**src/gls_defines.vh**
```
// Purpose: constants for the gpio and status lamp port
// Assumes: 25 MHz system clock
// Notes: times in ns, counts derived from them
`ifndef GLS_DEFINES_VH
`define GLS_DEFINES_VH
`define GLS_NPINS 3
`define GLS_CLK_PERIOD_NS 40
`define GLS_BLINK_TIME_NS 80000000
`define GLS_BLINK_CYCLES (`GLS_BLINK_TIME_NS / `GLS_CLK_PERIOD_NS)
`define GLS_TYPE_INPUT 2'h0
`define GLS_TYPE_PUSHPULL 2'h1
`define GLS_TYPE_OPENDRAIN 2'h2
`define GLS_SPEED_PIN 0
`define GLS_LINK_PIN 1
`define GLS_DUPLEX_PIN 2
`endif

```
**src/gls_gpio_lamp_port.v**
```verilog
// Purpose: three-pin gpio port shared with three open-drain status lamps
// Assumes: link status inputs come from logic on clk_sys
// Notes: pin i maps to lamp i+1 (speed, link/activity, duplex)
// Functional notes
// - Each pin is set by software as input, push-pull output or open-drain output.
// - A pin given to its lamp function drives open-drain whatever its output type.
// - The speed lamp is low at 100 Mb/s, in auto-negotiation and unplugged, high only at 10.
// - The link/activity lamp is low with a valid link and no blink in progress.
// - Activity makes the link lamp high for 80 ms, then low for at least 80 ms before another.
// - The duplex lamp is low while the link runs full duplex.
`timescale 1ns/1ps
`include "gls_defines.vh"
module gls_gpio_lamp_port #(
  parameter BLINK_CYCLES = `GLS_BLINK_CYCLES
) (
  input wire clk_sys,
  input wire nrst,
  input wire [5:0] pin_type,
  input wire [2:0] pin_out_value,
  input wire [2:0] lamp_select,
  input wire link_valid,
  input wire speed_10,
  input wire autoneg_busy,
  input wire full_duplex,
  input wire activity,
  input wire [2:0] gpio_in,
  output reg [2:0] gpio_out,
  output reg [2:0] gpio_oe,
  output reg [2:0] pin_read_value
);
  // ----------------------------------------
  // reset release and pin synchroniser
  // ----------------------------------------
  reg rst_meta;
  reg rst_n;
  reg [2:0] in_meta;
  reg [2:0] in_sync;
  always @(posedge clk_sys or negedge nrst) begin
    if (!nrst) begin
      rst_meta <= 1'b0;
      rst_n <= 1'b0;
    end else begin
      rst_meta <= 1'b1;
      rst_n <= rst_meta;
    end
  end
  always @(posedge clk_sys or negedge rst_n) begin
    if (!rst_n) begin
      in_meta <= 3'h0;
      in_sync <= 3'h0;
    end else begin
      in_meta <= gpio_in;
      in_sync <= in_meta;
    end
  end
  // ----------------------------------------
  // link/activity blink machine
  // ----------------------------------------
  localparam ST_SOLID = 3'h1;
  localparam ST_OFF = 3'h2;
  localparam ST_HOLD = 3'h4;
  reg [2:0] state;
  reg [2:0] next_state;
  localparam [31:0] BLINK_LAST_FULL = BLINK_CYCLES - 1;
  localparam [21:0] BLINK_LAST = BLINK_LAST_FULL[21:0];
  reg [21:0] count;
  wire count_done;

  assign count_done = (count == BLINK_LAST);
  always @* begin
    next_state = state;
    case (state)
      ST_SOLID: begin
        if (link_valid && activity) begin
          next_state = ST_OFF;
        end
      end
      ST_OFF: begin
        if (count_done) begin
          next_state = ST_HOLD;
        end
      end
      ST_HOLD: begin
        if (count_done) begin
          next_state = ST_SOLID;
        end
      end
      default: begin
        next_state = ST_SOLID;
      end
    endcase
  end
  always @(posedge clk_sys or negedge rst_n) begin
    if (!rst_n) begin
      state <= ST_SOLID;
    end else begin
      state <= next_state;
    end
  end

  // count restarts on every state change
  always @(posedge clk_sys or negedge rst_n) begin
    if (!rst_n) begin
      count <= 22'h0;
    end else if (next_state != state) begin
      count <= 22'h0;
    end else begin
      count <= count + 22'h1;
    end
  end

  // ----------------------------------------
  // pin decode helpers
  // ----------------------------------------
  function drive_enable;
    input [1:0] kind;
    input value;
    input as_lamp;
    input released;
    begin
      if (as_lamp) begin
        drive_enable = !released;
      end else begin
        case (kind)
          `GLS_TYPE_INPUT: begin
            drive_enable = 1'b0;
          end
          `GLS_TYPE_PUSHPULL: begin
            drive_enable = 1'b1;
          end
          `GLS_TYPE_OPENDRAIN: begin
            drive_enable = !value;
          end
          default: begin
            drive_enable = 1'b0;
          end
        endcase
      end
    end
  endfunction

  // lamp pins only ever sink
  function drive_value;
    input [1:0] kind;
    input value;
    input as_lamp;
    begin
      if (as_lamp) begin
        drive_value = 1'b0;
      end else begin
        case (kind)
          `GLS_TYPE_PUSHPULL: begin
            drive_value = value;
          end
          `GLS_TYPE_OPENDRAIN: begin
            drive_value = 1'b0;
          end
          `GLS_TYPE_INPUT: begin
            drive_value = 1'b0;
          end
          default: begin
            drive_value = 1'b0;
          end
        endcase
      end
    end
  endfunction

  // ----------------------------------------
  // lamp levels, 1 = released
  // ----------------------------------------
  wire [2:0] lamp_released;
  wire link_blink_off;

  assign link_blink_off = (state == ST_OFF);
  assign lamp_released[`GLS_SPEED_PIN] = speed_10 && link_valid && !autoneg_busy;
  assign lamp_released[`GLS_LINK_PIN] = !link_valid || link_blink_off;
  assign lamp_released[`GLS_DUPLEX_PIN] = !(link_valid && full_duplex);

  // ----------------------------------------
  // per-pin drivers
  // ----------------------------------------
  wire [2:0] next_out;
  wire [2:0] next_oe;
  genvar g;

  generate
    for (g = 0; g < `GLS_NPINS; g = g + 1) begin : pin_slice
      assign next_out[g] = drive_value(pin_type[2*g+1:2*g], pin_out_value[g], lamp_select[g]);
      assign next_oe[g] = drive_enable(pin_type[2*g+1:2*g], pin_out_value[g], lamp_select[g],
        lamp_released[g]);
    end
  endgenerate

  // ----------------------------------------
  // registered pin outputs
  // ----------------------------------------
  always @(posedge clk_sys or negedge rst_n) begin
    if (!rst_n) begin
      gpio_out <= 3'h0;
    end else begin
      gpio_out <= next_out;
    end
  end

  always @(posedge clk_sys or negedge rst_n) begin
    if (!rst_n) begin
      gpio_oe <= 3'h0;
    end else begin
      gpio_oe <= next_oe;
    end
  end

  // ----------------------------------------
  // synchronised pin read back
  // ----------------------------------------
  always @(posedge clk_sys or negedge rst_n) begin
    if (!rst_n) begin
      pin_read_value <= 3'h0;
    end else begin
      pin_read_value <= in_sync;
    end
  end
endmodule

```
**config.mk**
```make
export PLATFORM = sky130hd
export DESIGN_NAME = gls_gpio_lamp_port
export DESIGN_NICKNAME = d
export VERILOG_FILES = /design/src/gls_gpio_lamp_port.v
export VERILOG_INCLUDE_DIRS = /design/src
export SDC_FILE = /design/constraint.sdc
export NUM_CORES = 1
export LEC_CHECK = 0
export BUFFER_PORTS_ARGS = -buffer_cell sky130_fd_sc_hd__buf_2
export CAP_MARGIN = 20
export CORE_MARGIN = 10
export CORE_UTILIZATION = 55
export DETAILED_ROUTE_END_ITERATION = 10
export GPL_TIMING_DRIVEN = 0
export PLACE_DENSITY = 0.78
export SETUP_SLACK_MARGIN = 0.05
export SYNTH_ARGS = -nofsm -noshare
export SYNTH_HDL_FRONTEND = slang
export SYNTH_SLANG_ARGS = --single-unit
export TNS_END_PERCENT = 10
```
**constraint.sdc**
```tcl
create_clock -name clk_sys -period 1.89 [get_ports clk_sys]
set_clock_uncertainty 0.15 [all_clocks]
set_input_delay 0.2835 -clock clk_sys [delete_from_list [all_inputs] [get_ports clk_sys]]
set_output_delay 0.2835 -clock clk_sys [all_outputs]
set_load 0.01 [all_outputs]
```
==> results of run 1 <==
what timing repair did:
item	in CTS	in global routing
cloned	0	1
hold buffers	12	0
hold endpoints to repair	11	0
gates resized for setup	7	6
setup endpoints to repair	25	25
buffers inserted	8	0
pin swaps	2	2
registers in the layout (all words and copies together) (netlist names):
signal	flops
gpio_oe	3
in_sync	3
rst_meta	1
pin_read_value	3
state	3
in_meta	3
rst_n	1
count	22
gpio_out	3
layout by cell type, fill, tap and decap left out, drive strengths merged, types with 7 or more instances in the layout:
| cell | n |
|---|---|
| ha | 7 |
| o21ai | 7 |
| clkbuf | 7 |
| a31oi | 14 |
| buf | 44 |
| dfrtp | 41 |
| nand3 | 8 |
| a32oi | 8 |
| dlygate4sd3 | 12 |
| or4 | 7 |
| nor2 | 8 |
| inv | 16 |
| nand2 | 10 |
| xnor2 | 9 |
area by class of cell:
| type | instances | area, um^2 | share of cell area (%) |
|---|---|---|---|
| flip-flops and latches | 42 | 1050 | 42.7 |
| multi-input cells | 122 | 851 | 34.4 |
| repair buffers | 51 | 338 | 13.7 |
| inverters | 16 | 60.1 | 2.43 |
| well taps | 46 | 57.6 | 2.33 |
| plain buffers | 7 | 50.0 | 2.03 |
| clock buffers | 5 | 37.5 | 1.52 |
| clock inverters | 3 | 21.3 | 0.861 |
stage by stage:
step	hold WS, ns	setup TNS (ns)	worst slack (ns)	power, mW	instance area (um^2)
after global placement	-0.0819	-10.68	-0.475	1.01	2190
after detailed placement	-0.0814	-11.13	-0.497	1.02	2190
after global routing	0.0584	-11.92	-0.507	1.54	2470
after CTS	0.0411	-9.29	-0.401	1.49	2450
final	0.0667	-9.93	-0.411	1.47	2470
after floorplan	-0.162	-7.47	-0.332	0.972	1990
metal layers:
metal	track usage [%]	part of all wire, %	vias up
li1	-	-	800
met1	16.8	39	831
met2	27.2	50	62
met3	6.53	9.3	7
met4	6.16	1.3	0
met5	0	0	-
path summary, 6_finish.rpt:
| check | startpoint | endpoint | slack [ns] | depth (start not counted) |
|---|---|---|---|---|
| worst max-delay path | count[8]$_DFF_PN0_ | count[1]$_DFF_PN0_ | -0.41 | 5 |
| worst min-delay path | nrst | rst_meta$_DFF_PN0_ | 0.07 | 2 |
| worst max register to register | count[8]$_DFF_PN0_ | count[1]$_DFF_PN0_ | -0.41 | 5 |
| worst min register to register | in_sync[1]$_DFF_PN0_ | pin_read_value[1]$_DFF_PN0_ | 0.21 | 0 |
| max in group asynchronous | rst_n$_DFF_PN0_ | count[7]$_DFF_PN0_ | 0.79 | 0 |
| min in group clk_sys | speed_10 | gpio_oe[0]$_DFF_PN0_ | 0.07 | 4 |
kinds of logic (layout without fill, tap and decap cells):
group	Yosys count	in the layout	synth area share, %
flip-flops	42	42	53.4
AO/OA/AOI/OAI	46	46	15.9
adder cells (fa/ha/maj)	7	7	4.45
other	1	1	0.190
AND/OR/NAND/NOR	56	56	15.8
buffers and inverters	23	82	4.89
XOR/XNOR	12	12	5.34
where the power goes:
part / internal [mW] / switching (mW)
combinational: 0.0458 / 0.0366
sequential: 0.916 / 0.0193
clock: 0.145 / 0.312
total: 1.11 / 0.368
critical path: cells and delay by family (launching register included):
| kind | cells | cell delay (ns) |
|---|---|---|
| AND/OR/NAND/NOR | 2 | 1.10 |
| flip-flops | 1 | 0.41 |
| AO/OA/AOI/OAI | 2 | 0.33 |
| buffers and inverters | 1 | 0.18 |
==> results.json, run 1 <==
{
  "place_hpwl_mm": 3.12,
  "routed_wl_mm": 4.69,
  "antenna_left": 0,
  "leakagePower_nw": 1.13,
  "ys_seq_area_share_pct": 53.4,
  "final_cells": 292,
  "arrival_ns": 2.40,
  "coreArea_um2": 3390,
  "fmax_ghz": 0.435,
  "end_kind": "register",
  "overflow": 0,
  "drt_iter0_drc": 137,
  "grt_pass1_vias": 1791,
  "violations": "setup timing",
  "slowest_stage": "or4_4",
  "vias_per_cell": 5.82,
  "chipWidth_um": 79.8,
  "grt_max_degree": 41,
  "clk_path_buf_depth": 2,
  "finalCritPeriodShare_pct": 122,
  "clock-sinks": 42,
  "cts_htree_levels": 2,
  "vdd_drop_max_uv": 389,
  "yosysTopAreaCell": "dfrtp_1",
  "yosysWarnings": 0,
  "rsz0062_at_grt": "true",
  "io_buffers": 30,
  "nNetsFinal": 274,
  "rows": 21,
  "insertion_delay_ns": 0.37,
  "final_layout_size_suffix_gt1_share_pct": 27.2,
  "diodes": 0,
  "fin_ws_ns": -0.411,
  "max_cap_viol_count": 0,
  "remaining_drc_errors": 0,
  "track_usage_pct": 15.8,
  "synthFlopType": "dfrtp_1",
  "die-area_um2": 6370,
  "grt_pass1_wl_mm": 8.06,
  "fp.dieH_um": 79.8,
  "max_slew_margin_pct": 44.8,
  "worstPathMaxFanout": 5,
  "ys_async_sr_fraction_pct": 100,
  "ys_ff_latch": 42,
  "clkTransAtPathRegs_ns": 0.13,
  "synth_edf_count": 0,
  "placed_cells": 263,
  "dr_total_vias": 1700,
  "syn_inst": 187,
  "status": "complete, but fails checks",
  "min_path_type": "input pin to asynchronous set/reset pin",
  "drv_slew": 0,
  "antenna_found_initial": 0,
  "synth_area_um2": 1970,
  "ys_types": 35,
  "finalSetupViolations": 25,
  "ios": 31,
  "start_kind": "register",
  "cp.required_ns": 1.99,
  "utilization_pct": 72.9,
  "synth.net_count": 216,
  "tightestPinTransition_ns": 0.828,
  "start_util_pct": 58.1,
  "crit_chain": "or4_1 -> or4_4 -> o211ai_4 -> buf_4 -> a31oi_1",
  "min_period_ns": 2.30,
  "cts_root_buffer": "clkbuf_4",
  "synth_top_area_share_pct": 52.1,
  "gp_congestion": 0.880,
  "drt_first_pass_iters": 4,
  "critical_path_class": "register to register",
  "yosysMostFrequentCell": "dfrtp_1",
  "tritoncts": "yes",
  "fillers": 227,
  "post_drt_wl_per_cell_um": 16.1,
  "powerDensity_nw_per_um2": 597,
  "yosys-top-cells-area": "dfrtp_1 52%, a31oi_1 4.4%, ha_1 4.4%",
  "cts_buffers": 5,
  "syn_area_per_cell_um2": 10.5,
  "crit_path_max_incr_delay_ns": 0.57,
  "ys_top_cells_by_count": "41 x dfrtp_1, 16 x inv_1, 14 x a31oi_1, 10 x nand2_1, 9 x xnor2_1",
  "areaGrowthSynthToFinish_pct": 25.4,
  "hold_viol": 0
}
Note: power is estimated with default switching activity, not from simulation.
==> run 2, diff against run 1 <==
Settings changed: CORE_UTILIZATION 55 to 58, CTS_BUF_LIST from default to sky130_fd_sc_hd__clkbuf_4, PLACE_DENSITY 0.78 to 0.81.
==> results.json, run 2 (synthesis gave the netlist of run 1 again) <==
{
  "crit_chain": "or4b_1 -> or4_4 -> o211ai_4 -> buf_6 -> a31oi_1",
  "insertion_delay_ns": 0.35,
  "grt_max_degree": 41,
  "critical_path_class": "register to register",
  "post_drt_wl_per_cell_um": 15.4,
  "max_slew_margin_pct": 44.3,
  "cp.required_ns": 1.96,
  "overflow": 0,
  "max_cap_viol_count": 0,
  "ios": 31,
  "die-area_um2": 6130,
  "multi_input_area_um2": 847,
  "timing.rr.start": "count[7]$_DFF_PN0_",
  "coreArea_um2": 3310,
  "critPathLaunch": "count[7]$_DFF_PN0_",
  "leakagePower_nw": 1.09,
  "rsz0062_at_grt": "true",
  "largest_reg_flops": 22,
  "cts_htree_levels": 2,
  "tns_ns": -9.10,
  "gp_congestion": 0.860,
  "worstRegToRegCells": 5,
  "holdWs_ns": 0.0279,
  "fillers": 271,
  "cts_buffers": 5,
  "final_cell_mix": "40 x dfrtp_1, 30 x buf_2, 16 x inv_1",
  "post-place-ws_ns": -0.503,
  "fmax_ghz": 0.437,
  "final_layout_size_suffix_gt1_share_pct": 24.1,
  "clock-sinks": 42,
  "drt_iter0_drc": 137,
  "start_util_pct": 59.5,
  "fp.dieH_um": 78.3,
  "powerDensity_nw_per_um2": 605,
  "worstPathMaxFanout": 10,
  "tritoncts": "yes",
  "areaGrowthSynthToFinish_pct": 21.3,
  "place_hpwl_mm": 3.14,
  "antenna_left": 0,
  "tightestPinTransition_ns": 0.836,
  "start_kind": "register",
  "endpoint": "count[2]$_DFF_PN0_",
  "drv_slew": 0,
  "dr_total_vias": 1654,
  "reg2reg_slack_ns": -0.40,
  "vdd_drop_max_uv": 433,
  "fin_ws_ns": -0.400,
  "end_kind": "register",
  "slowest_stage": "or4_4",
  "finalCritPeriodShare_pct": 121,
  "crit_path_max_incr_delay_ns": 0.58,
  "largest_register": "count",
  "r2r-end": "count[2]$_DFF_PN0_",
  "seq_area_um2": 1050,
  "status": "complete, but fails checks",
  "antenna_found_initial": 0,
  "track_usage_pct": 14.9,
  "grt_pass1_vias": 1716,
  "cts_root_buffer": "clkbuf_4",
  "io_buffers": 30,
  "finalSetupViolations": 25,
  "vias_per_cell": 5.84,
  "violations": "setup timing",
  "remaining_drc_errors": 0,
  "clk_path_buf_depth": 2,
  "min_period_ns": 2.29,
  "chipWidth_um": 78.3,
  "nNetsFinal": 265,
  "arrival_ns": 2.36,
  "rows": 21,
  "drt_first_pass_iters": 4,
  "clkTransAtPathRegs_ns": 0.12,
  "grt_pass1_wl_mm": 7.46,
  "diodes": 0,
  "min_path_type": "input pin to register",
  "routed_wl_mm": 4.36,
  "hold_viol": 0,
  "final_common_cell": "dfrtp_1"
}
run 2: stage by stage:
stage	util, %	std cells	cell area, um^2	power, mW
finish	72.2	283	2390	1.45
global route	72.2	283	2390	1.51
CTS	71.8	283	2380	1.45
detailed placement	66.3	263	2190	1.02
global placement	66.3	263	2190	1.01
floorplan	-	187	1990	0.972
run 2: layer usage:
metal / track usage (%) / part of all wire [%] / vias up
li1: - / - / 791
met1: 16.2 / 42 / 797
met2: 25.3 / 50 / 54
met3: 4.90 / 6.1 / 12
met4: 7.71 / 2.4 / 0
met5: 0 / 0 / -
run 2: critical path, delay by kind of cell (launching register included):
| family | cells | cell delay (ns) |
|---|---|---|
| AND/OR/NAND/NOR | 2 | 1.10 |
| flip-flops | 1 | 0.42 |
| AO/OA/AOI/OAI | 2 | 0.33 |
| buffers and inverters | 1 | 0.17 |
run 2: how the worst min path moves through the flow:
stage | from | slack [ns] | cells past startpoint | to
after floorplan | nrst | -0.16 | 0 | rst_meta$_DFF_PN0_
after global placement | nrst | -0.08 | 1 | rst_meta$_DFF_PN0_
after detailed placement | nrst | -0.08 | 1 | rst_meta$_DFF_PN0_
after CTS | full_duplex | 0.02 | 3 | gpio_oe[2]$_DFF_PN0_
after global routing | full_duplex | 0.03 | 3 | gpio_oe[2]$_DFF_PN0_
final | full_duplex | 0.03 | 3 | gpio_oe[2]$_DFF_PN0_
run 2: cell type report:
| class | count | share of cell area (%) |
|---|---|---|
| plain buffers | 7 | 2.20 |
| clock buffers | 6 | 1.88 |
| clock inverters | 2 | 0.366 |
| inverters | 16 | 2.51 |
| multi-input cells | 122 | 35.4 |
| flip-flops and latches | 42 | 44.1 |
| well taps | 46 | 2.41 |
| repair buffers | 42 | 11.1 |
run 2: where the power goes:
group | switching [mW] | internal, mW
logic | 0.0357 | 0.0433
clock network | 0.277 | 0.154
registers | 0.0193 | 0.916
run 2: repair_timing:
item	CTS	global route
hold buffers	10	0
pin swaps	1	4
setup buffers	2	0
resized for setup	5	5
endpoints found under the setup margin	25	25
hold endpoints to repair	11	0
